===== src/include/sso_pkg.sv =====
package sso_pkg;
  // ****************************************************************
  // Opcode patterns
  // ****************************************************************
  localparam logic [15:0] SLEEP_OPCODE = 16'h0003;
  localparam logic [6:0] SET_ONES_TOP = 7'h15;
  localparam logic [7:0] LIT_MINUS_TOP = 8'hB2;
  localparam logic [6:0] FILE_MINUS_TOP = 7'h02;
  localparam logic [6:0] FILE_BORROW_TOP = 7'h01;
  // ****************************************************************
  // Values
  // ****************************************************************
  localparam logic [7:0] ALL_ONES = 8'hFF;
  localparam logic [7:0] ACC_RESET = 8'h00;
  localparam logic [1:0] PHASE_RESET = 2'h0;
  localparam logic [1:0] PHASE_READ = 2'h1;
  localparam logic [1:0] PHASE_CALC = 2'h2;
  localparam logic [1:0] PHASE_WRITE = 2'h3;
  typedef enum logic [2:0] {
    OP_NONE = 3'b000,
    OP_SET_ALL_ONES_OP = 3'b001,
    OP_SLEEP = 3'b010,
    OP_LIT = 3'b011,
    OP_FSUB = 3'b100,
    OP_FSUBB = 3'b101
  } op_t;
endpackage : sso_pkg


===== src/verilog/set_sleep_subtract_ops.sv =====
`timescale 1ns/1ps
module set_sleep_subtract_ops
  import sso_pkg::*;
(
  input wire logic clk,
  input wire logic nrst,
  input wire logic [15:0] opcode,
  input wire logic [7:0] fileRdData,
  input wire logic wakeEvent,
  input wire logic wakeByWatchdog,
  output logic [7:0] fileAddr,
  output logic [7:0] fileWrData,
  output logic fileWrEn,
  output logic [7:0] workingAccumulator,
  output logic carryFlag,
  output logic zeroFlag,
  output logic overflowFlag,
  output logic digitCarryFlag,
  output logic timeoutFlagN,
  output logic powerdownFlagN,
  output logic watchdogClear,
  output logic sleeping,
  output logic [1:0] phase
);
  import sso_pkg::*;
  // ****************************************************************
  // Phase counter and decode
  // ****************************************************************
  logic [1:0] phase_r;
  logic sleep_r;
  logic wake1_r, wake2_r, wdt1_r, wdt2_r;
  op_t op;
  logic [7:0] operand_r, result_r;
  logic cOut_r, dcOut_r, ovOut_r;
  logic [8:0] diff;
  logic [4:0] low;
  logic [7:0] aOp, bOp;
  logic cin;

  // Wake inputs come from another domain, so synchronise them
  always_ff @(posedge clk or negedge nrst)
    if (!nrst)
    begin
      wake1_r <= 1'b0;
      wake2_r <= 1'b0;
      wdt1_r <= 1'b0;
      wdt2_r <= 1'b0;
    end
    else
    begin
      wake1_r <= wakeEvent;
      wake2_r <= wake1_r;
      wdt1_r <= wakeByWatchdog;
      wdt2_r <= wdt1_r;
    end

  // Phases freeze while asleep, standing in for the stopped oscillator
  always_ff @(posedge clk or negedge nrst)
    if (!nrst)
      phase_r <= PHASE_RESET;
    else if (!sleep_r)
      phase_r <= phase_r + 2'd1;

  always_comb
  begin
    op = OP_NONE;
    if (opcode == SLEEP_OPCODE)
      op = OP_SLEEP;
    else if (opcode[15:9] == SET_ONES_TOP)
      op = OP_SET_ALL_ONES_OP;
    else if (opcode[15:8] == LIT_MINUS_TOP)
      op = OP_LIT;
    else if (opcode[15:9] == FILE_MINUS_TOP)
      op = OP_FSUB;
    else if (opcode[15:9] == FILE_BORROW_TOP)
      op = OP_FSUBB;
  end

  // ****************************************************************
  // Datapath
  // ****************************************************************
  assign aOp = (op == OP_LIT) ? opcode[7:0] : operand_r;
  assign bOp = ~workingAccumulator;
  // Borrow subtract adds the carry, otherwise a plain +1
  assign cin = (op == OP_FSUBB) ? carryFlag : 1'b1;
  assign diff = {1'b0, aOp} + {1'b0, bOp} + {8'h00, cin};
  assign low = {1'b0, aOp[3:0]} + {1'b0, bOp[3:0]} + {4'h0, cin};

  // Operand read in phase two
  always_ff @(posedge clk or negedge nrst)
    if (!nrst)
      operand_r <= ACC_RESET;
    else if (phase_r == PHASE_READ && !sleep_r)
      operand_r <= fileRdData;

  // Compute in phase three
  always_ff @(posedge clk or negedge nrst)
    if (!nrst)
    begin
      result_r <= ACC_RESET;
      cOut_r <= 1'b0;
      dcOut_r <= 1'b0;
      ovOut_r <= 1'b0;
    end
    else if (phase_r == PHASE_CALC && !sleep_r)
    begin
      result_r <= (op == OP_SET_ALL_ONES_OP) ? ALL_ONES : diff[7:0];
      cOut_r <= diff[8];
      dcOut_r <= low[4];
      ovOut_r <= (aOp[7] == bOp[7]) && (diff[7] != aOp[7]);
    end

  // ****************************************************************
  // Write-back in phase four
  // ****************************************************************
  logic doWrite;
  logic isSub;
  assign doWrite = (phase_r == PHASE_WRITE) && !sleep_r;
  assign isSub = (op == OP_LIT) || (op == OP_FSUB) || (op == OP_FSUBB);

  always_ff @(posedge clk or negedge nrst)
    if (!nrst)
      workingAccumulator <= ACC_RESET;
    else if (doWrite)
    begin
      if (op == OP_SET_ALL_ONES_OP && !opcode[8])
        workingAccumulator <= ALL_ONES;
      else if (op == OP_LIT)
        workingAccumulator <= result_r;
      else if ((op == OP_FSUB || op == OP_FSUBB) && !opcode[8])
        workingAccumulator <= result_r;
    end

  always_ff @(posedge clk or negedge nrst)
    if (!nrst)
    begin
      carryFlag <= 1'b0;
      zeroFlag <= 1'b0;
      overflowFlag <= 1'b0;
      digitCarryFlag <= 1'b0;
    end
    else if (doWrite && isSub)
    begin
      carryFlag <= cOut_r;
      zeroFlag <= (result_r == 8'h00);
      overflowFlag <= ovOut_r;
      digitCarryFlag <= dcOut_r;
    end

  // File write strobe is combinational so it lines up with phase four
  assign fileAddr = opcode[7:0];
  assign fileWrData = result_r;
  assign fileWrEn = doWrite && ((op == OP_SET_ALL_ONES_OP) ||
    ((op == OP_FSUB || op == OP_FSUBB) && opcode[8]));

  // ****************************************************************
  // Sleep and status flags
  // ****************************************************************
  logic enterSleep;
  assign enterSleep = doWrite && (op == OP_SLEEP);

  always_ff @(posedge clk or negedge nrst)
    if (!nrst)
      sleep_r <= 1'b0;
    else if (enterSleep)
      sleep_r <= 1'b1;
    else if (sleep_r && wake2_r)
      sleep_r <= 1'b0;

  always_ff @(posedge clk or negedge nrst)
    if (!nrst)
    begin
      powerdownFlagN <= 1'b1;
      timeoutFlagN <= 1'b1;
    end
    else if (enterSleep)
    begin
      powerdownFlagN <= 1'b0;
      timeoutFlagN <= 1'b1;
    end
    else if (sleep_r && wake2_r && wdt2_r)
      timeoutFlagN <= 1'b0;

  always_ff @(posedge clk or negedge nrst)
    if (!nrst)
      watchdogClear <= 1'b0;
    else
      watchdogClear <= enterSleep;

  assign sleeping = sleep_r;
  assign phase = phase_r;

  // ****************************************************************
  // Checks
  // ****************************************************************
  property p_sleepFlags;
    @(posedge clk) disable iff (!nrst)
    enterSleep |=> !powerdownFlagN && timeoutFlagN && sleep_r;
  endproperty
  a_sleepFlags: assert property (p_sleepFlags)
    else $error("sleep flags wrong");

  property p_wdtClear;
    @(posedge clk) disable iff (!nrst)
    enterSleep |=> watchdogClear ##1 !watchdogClear;
  endproperty
  a_wdtClear: assert property (p_wdtClear)
    else $error("watchdog clear pulse wrong");

  property p_halt;
    @(posedge clk) disable iff (!nrst)
    (sleep_r && !wake2_r) |=> sleep_r && $stable(phase_r);
  endproperty
  a_halt: assert property (p_halt)
    else $error("core ran while asleep");

  property p_wdtWake;
    @(posedge clk) disable iff (!nrst)
    (sleep_r && wake2_r && wdt2_r) |=> !timeoutFlagN && !sleep_r;
  endproperty
  a_wdtWake: assert property (p_wdtWake)
    else $error("watchdog wake flag wrong");

  property p_setAcc;
    @(posedge clk) disable iff (!nrst)
    (doWrite && op == OP_SET_ALL_ONES_OP && !opcode[8])
      |=> workingAccumulator == ALL_ONES;
  endproperty
  a_setAcc: assert property (p_setAcc)
    else $error("set-all-ones accumulator wrong");

  property p_fileDest;
    @(posedge clk) disable iff (!nrst)
    (doWrite && (op == OP_FSUB || op == OP_FSUBB)) |-> fileWrEn == opcode[8];
  endproperty
  a_fileDest: assert property (p_fileDest)
    else $error("destination select wrong");

  property p_fileKeepsAcc;
    @(posedge clk) disable iff (!nrst)
    (doWrite && opcode[8] &&
      (op == OP_SET_ALL_ONES_OP || op == OP_FSUB || op == OP_FSUBB))
      |=> $stable(workingAccumulator);
  endproperty
  a_fileKeepsAcc: assert property (p_fileKeepsAcc)
    else $error("accumulator written for file destination");

  property p_zero;
    @(posedge clk) disable iff (!nrst)
    (doWrite && isSub) |=> zeroFlag == ($past(result_r) == 8'h00);
  endproperty
  a_zero: assert property (p_zero)
    else $error("zero flag wrong");

  property p_litResult;
    @(posedge clk) disable iff (!nrst)
    (phase_r == PHASE_CALC && !sleep_r && op == OP_LIT && $stable(opcode))
      |=> result_r == 8'(opcode[7:0] - $past(workingAccumulator));
  endproperty
  a_litResult: assert property (p_litResult)
    else $error("literal subtract wrong");

  property p_phases;
    @(posedge clk) disable iff (!nrst)
    (phase_r == PHASE_READ && !sleep_r) |=> phase_r == PHASE_CALC;
  endproperty
  a_phases: assert property (p_phases)
    else $error("phase order wrong");
endmodule : set_sleep_subtract_ops


===== config.mk =====
export PLATFORM = sky130hd
export DESIGN_NAME = set_sleep_subtract_ops
export DESIGN_NICKNAME = d
export VERILOG_FILES = /design/src/include/sso_pkg.sv /design/src/verilog/set_sleep_subtract_ops.sv
export SDC_FILE = /design/constraint.sdc
export NUM_CORES = 1
export LEC_CHECK = 0
export ABC_AREA = 1
export BUFFER_PORTS_ARGS = -buffer_cell sky130_fd_sc_hd__clkbuf_2
export CAP_MARGIN = 0
export CORE_MARGIN = 2
export CORE_UTILIZATION = 35
export CTS_BUF_LIST = sky130_fd_sc_hd__clkbuf_16
export DETAILED_ROUTE_END_ITERATION = 16
export HOLD_SLACK_MARGIN = 0.02
export PLACE_DENSITY_LB_ADDON = 0.3
export SYNTH_ARGS = -nofsm -noshare
export SYNTH_HDL_FRONTEND = slang
export SYNTH_SLANG_ARGS = --single-unit

===== constraint.sdc =====
create_clock -name clk -period 5.1 [get_ports clk]
set_input_delay 0.51 -clock clk [delete_from_list [all_inputs] [get_ports clk]]
set_output_delay 0.51 -clock clk [all_outputs]
set_load 0.02 [all_outputs]

# [Word level (Yosys, flattened, before mapping)]
# Index checks and enable logic that the tools add are counted.
[word_totals] input_bits=28 register_bits=41 out_inout_bits=35 wordCells=78
[op_classes] n_reduce_logical=23 n_addsub=5 bitwise_logic=1 eq_ne=15 mux=15
[ops] operator="$mux W8" n=5
[ops] operator="$eq A16 B2 Y1 const B" n=1
[ops] operator="$mux W3" n=5
[ops] operator="$logic_and A1 B1 Y1" n=12
[ops] operator="$add A8 B8 Y9" n=1
[ops] operator="$add A9 B1 Y9" n=1
[ops] operator="$eq A8 B8 Y1 const B" n=1
[ops] operator="$logic_not A8 Y1" n=1
[ops] operator="$not A8 Y8" n=1
[ops] operator="$eq A7 B1 Y1 const B" n=1
[ops] operator="$eq A7 B2 Y1 const B" n=1
[ops] operator="$eq A7 B5 Y1 const B" n=1
[ops] operator="$eq A3 B2 Y1 const B" n=2
[ops] operator="$eq A3 B3 Y1 const B" n=2
[ops] operator="$add A4 B4 Y5" n=1
[ops] operator="$add A5 B1 Y5" n=1
[ops] operator="$mux W1" n=5
[ops] operator="$eq A2 B2 Y1 const B" n=2
[ops] operator="$logic_or A1 B1 Y1" n=4
[ops] operator="$reduce_bool A2 Y1" n=2
[ops] operator="$eq A3 B1 Y1 const B" n=1
[ops] operator="$reduce_bool A3 Y1" n=1
[ops] operator="$add A2 B1 Y2 const B" n=1
[ops] operator="$eq A2 B1 Y1 const B" n=1
[ops] operator="4 further kinds" n=5

# [Depth between registers and ports, before layout]
[depth] ltp_word=12 mapped_depth=16 depth_no_buf=15

# [Worst setup path before layout]
# No wires, ideal clock.
[synth_timing] kind="in2reg" start="input port opcode[14]" end="register result_r[4], in the netlist fileWrData[4]" required_ps=4975 setup_time_ps=125 t_arrival_ps=2305 path_slack_ps=2670 path_buffers=0 cell_stages=12 cell_sequence="inv_1 -> nand2_1 -> nor2_2 -> nand2_4 -> mux2i_1 -> fa_1 -> fa_1 -> inv_1 -> nand2_1 -> nand3_1 -> xnor2_1 -> a21oi_1"
[synth_between] elab_chain_cells=11 word_cells_on_any_way=18 cone_classes="add/sub (2); eq/ne (8); mux (8)"
[synth_rtl] element="start: declaration" line="set_sleep_subtract_ops.sv:7" rtl="input wire logic [15:0] opcode,"
[synth_rtl] element="$eq A7 B1 Y1" line="set_sleep_subtract_ops.sv:75" rtl="else if (opcode[15:9] == FILE_BORROW_TOP)"
[synth_rtl] element="$mux W3" line="set_sleep_subtract_ops.sv:75"
[synth_rtl] element="$mux W3" line="set_sleep_subtract_ops.sv:73" rtl="else if (opcode[15:9] == FILE_MINUS_TOP)"
[synth_rtl] element="$mux W3" line="set_sleep_subtract_ops.sv:71" rtl="else if (opcode[15:8] == LIT_MINUS_TOP)"
[synth_rtl] element="$mux W3" line="set_sleep_subtract_ops.sv:69" rtl="else if (opcode[15:9] == SET_ONES_TOP)"
[synth_rtl] element="$mux W3 (*)" line="set_sleep_subtract_ops.sv:67" rtl="if (opcode == SLEEP_OPCODE)"
[synth_rtl] element="$eq A3 B2 Y1" line="set_sleep_subtract_ops.sv:82" rtl="assign aOp = (op == OP_LIT) ? opcode[7:0] : operand_r;"
[synth_rtl] element="$mux W8" line="set_sleep_subtract_ops.sv:82"
[synth_rtl] element="$add A8 B8 Y9" line="set_sleep_subtract_ops.sv:86" rtl="assign diff = {1'b0, aOp} + {1'b0, bOp} + {8'h00, cin};"
[synth_rtl] element="$add A9 B1 Y9" line="set_sleep_subtract_ops.sv:86"
[synth_rtl] element="$mux W8 (*)" line="set_sleep_subtract_ops.sv:107" rtl="result_r <= (op == OP_SET_ALL_ONES_OP) ? ALL_ONES : diff[7:0];"
[synth_rtl] element="end signal: assignment" line="set_sleep_subtract_ops.sv:107"
[synth_rtl] element="end: declaration" line="set_sleep_subtract_ops.sv:33" rtl="logic [7:0] operand_r, result_r;"
# Every way passes the cells marked *; elsewhere a longest branch is shown, timed or not.
# A chain may end at the register's enable or synchronous reset.

# [Final worst setup path]
# Same ends and word-level chain as after synthesis.

==> impl_metrics.yaml <==
run_status:
  status: "completed"
synth:
  synth-seq-cells: 41
  synthCells: 311
  yosys_warnings: 0
  synth_xor_area_frac: 0.0143
  synth_top_family_by_area: "simple AND/OR/NAND/NOR gates"
  synthMuxAreaShare: 0.0362
  yosysTopAreaCell: "dfrtp_1"
  yosys.area_share.simple: 0.293
  synth-adder-area-share: 0.0672
  synth-edff-count: 0
  syn_nets: 351
  synth_top_flop_cell: "dfrtp_1"
  netlist_area_sq_um: 2460
  synth_async_sr_flop_share: 1.00
  netlist.area_leader.share: 0.397
  synth_seq_area_share: 0.419
  synthTopCellsByArea: "dfrtp_1 40%, nand2_1 15%, inv_1 7.8%"
  synth_compound_area_frac: 0.0530
  ys_types: 32
  syn_area_per_cell_sq_um: 7.90
setup_path:
  crit_arrival_ps: 2690
  start_kind: "input port"
  reg2reg_depth: 8
  cp-end-kind: "flop"
  cp_data_required_time_ps: 5260
  crit_fanout: 17
  criticalPathCategory: "input port to flop"
worst_hold_path:
  holdPathStages: 1
  hold_class: "input port to flop"
routing:
  wl_um: 5710
  ant_nets: 0
  wl_per_cell_um: 12.3
  via_per_inst: 4.54
  num_vias: 2114
  first_iter_violations: 94
  first_pass_iters: 4
  drc: 0
placement:
  pre_cts_ws_ps: 2300
  io_buffers: 62
  place.gp.congestion: 0.878
  dp.final_hpwl_um: 4600
  place_inst: 458
power_and_ir_drop:
  power_switching_mw: 0.659
  power_density_nw_per_um2: 524
  pwr-share-comb: 0.478
  p_leak_nw: 1.70
  swShare: 0.426
  p_int_mw: 0.887
  seq_power_share: 0.333
  vdd_ir_drop_max_v: 0.000251
  power_mw: 1.55
  clock_power_share: 0.188
clock_tree:
  cts_resized: 0
  cts_hold_buf: 0
  clk_latency_ps: 280
  cts.clk_slew.worst_paths_ps: 60
  htreeDepth: 2
  cts_buffers: 5
  cts_tree: "yes"
  cts.sinks: 41
  clockBufferDepth: 2
  root_buffer: "clkbuf_16"
  post_cts.repair.setup_buffers: 0
floorplan:
  ios: 63
  die_w_um: 87.8
  core_area_sq_um: 6790
  dieArea_sq_um: 7710
  row_count: 30
  die_h_um: 87.8
  initial_core_util: 0.362
grt:
  grt_max_degree: 42
  antenna_found_initial: 0
  grt_pass1_vias: 2006
  grt_pass1_wl_um: 9530
  grt.total_usage: 0.159
  grt-ovfl-total: 0
timing:
  clock_skew_ps: 4.99
  fin_crit_ps: 2530
  max-slew-margin-rel: 0.316
  worst_slack_ps: 2570
  finalHoldViolCount: 0
  rsz0062_at_grt: "no"
  period_share: 0.497
  final-setup-viol-count: 0
  fmax_mhz: 395
  tightest_slew_ps: 1030
  timing.setup.tns_ps: 0
  drv_slew: 0
final_layout:
  final_cells: 466
  nets: 409
  areaGrowthSynthToFinish_pct: 20.0
  drive_gt1_frac: 0.254
  antennaDiodeCount: 0
job:
  max_cap_violations: 0
metal layers:
metal	share of wire	wire, um	up-vias	GRT usage
li1	-	-	1084	-
met1	0.45	2600	958	0.213
met2	0.47	2670	66	0.258
met3	0.066	377	6	0.0424
met4	0.011	62	0	0.0420
met5	0	0	-	0
path summary, 6_finish.rpt:
check | endpoint | startpoint | slack [ps]
worst max-delay path | fileWrData[4] | opcode[14] | 2570
worst min-delay path | wake1_r | wakeEvent | 340
worst max register to register | fileWrData[4] | carryFlag | 3080
worst min register to register | wake2_r | wake1_r | 350
max in group asynchronous | wake1_r | nrst | 4070
min in group asynchronous | carryFlag | nrst | 400
power groups by stage:
stage                     combinational, mW  sequential [mW]  clock [mW]
after global placement                0.725            0.518           0
after floorplan                       0.484            0.571           0
after detailed placement              0.738            0.521           0
final                                 0.739            0.515       0.291
after CTS                             0.741            0.516       0.297
after global routing                  0.844            0.530       0.314
worst max-delay path, cell delays in order:
cell,delay (ps)
clkbuf_2,90
inv_1,70
nand2_1,100
nor2_2,200
nand2_4,160
mux2i_1,180
fa_1,440
fa_1,420
inv_1,90
nand2_1,50
nand3_1,130
xnor2_1,150
a21oi_1,90
area by class of cell:
type	instances	area, sq um
clock buffer	5	125
clock inverter	3	11.3
fill	693	3840
inverter	57	214
multi-input combinational	202	1140
sequential	41	1030
tap	96	120
timing repair buffer	62	310
flip-flops by register name, indices dropped and copies added, names as in the netlist:
signal / cells
cOut_r: 1
carryFlag: 1
dcOut_r: 1
digitCarryFlag: 1
fileWrData: 8
operand_r: 8
ovOut_r: 1
overflowFlag: 1
phase: 2
powerdownFlagN: 1
sleeping: 1
timeoutFlagN: 1
wake1_r: 1
wake2_r: 1
watchdogClear: 1
wdt1_r: 1
wdt2_r: 1
workingAccumulator: 8
zeroFlag: 1
cells in the mapped netlist (3+ instances only):
cell,n
a21oi_1,6
nand4_1,3
dfrtp_1,39
nand3_1,25
mux2_2,7
nand2_1,96
a22oi_1,4
buf_4,8
ha_1,10
o21ai_0,4
nand2_2,3
buf_2,3
inv_1,51
nor4_1,5
nor2_1,9
xnor2_1,3
o21ai_1,7
inv_2,6
placed cells by master (no fill, tap or decap), types with 3 or more instances in the layout:
master / Yosys / routed
nand2_1: 96 / 96
clkbuf_2: 0 / 62
inv_1: 51 / 53
dfrtp_1: 39 / 39
nand3_1: 25 / 25
ha_1: 10 / 10
nor2_1: 9 / 9
o21ai_1: 7 / 7
mux2_2: 7 / 7
inv_2: 6 / 6
a21oi_1: 6 / 6
nor4_1: 5 / 5
clkbuf_16: 0 / 5
o21ai_0: 4 / 4
a22oi_1: 4 / 4
nand2_2: 3 / 3
nand4_1: 3 / 3
xnor2_1: 3 / 3
per-stage QoR:
| step | hold WS (ps) | instance area (sq um) | utilization |
|---|---|---|---|
| 3_5_place_dp | 337 | 2810 | 0.414 |
| 5_1_grt | 332 | 2950 | 0.434 |
| 6_report | 338 | 2950 | 0.434 |
| 4_1_cts | 334 | 2950 | 0.434 |
| 2_1_floorplan | 214 | 2460 | - |
| 3_3_place_gp | 334 | 2810 | 0.414 |
kinds of logic after synthesis:
| kind of cell | count (synthesis) |
|---|---|
| AO/OA/AOI/OAI | 23 |
| XOR/XNOR | 4 |
| adder cells (fa/ha/maj) | 12 |
| buffers and inverters | 68 |
| flip-flops | 41 |
| multiplexers | 8 |
| AND/OR/NAND/NOR | 155 |
(Power assumes the default switching activity.)
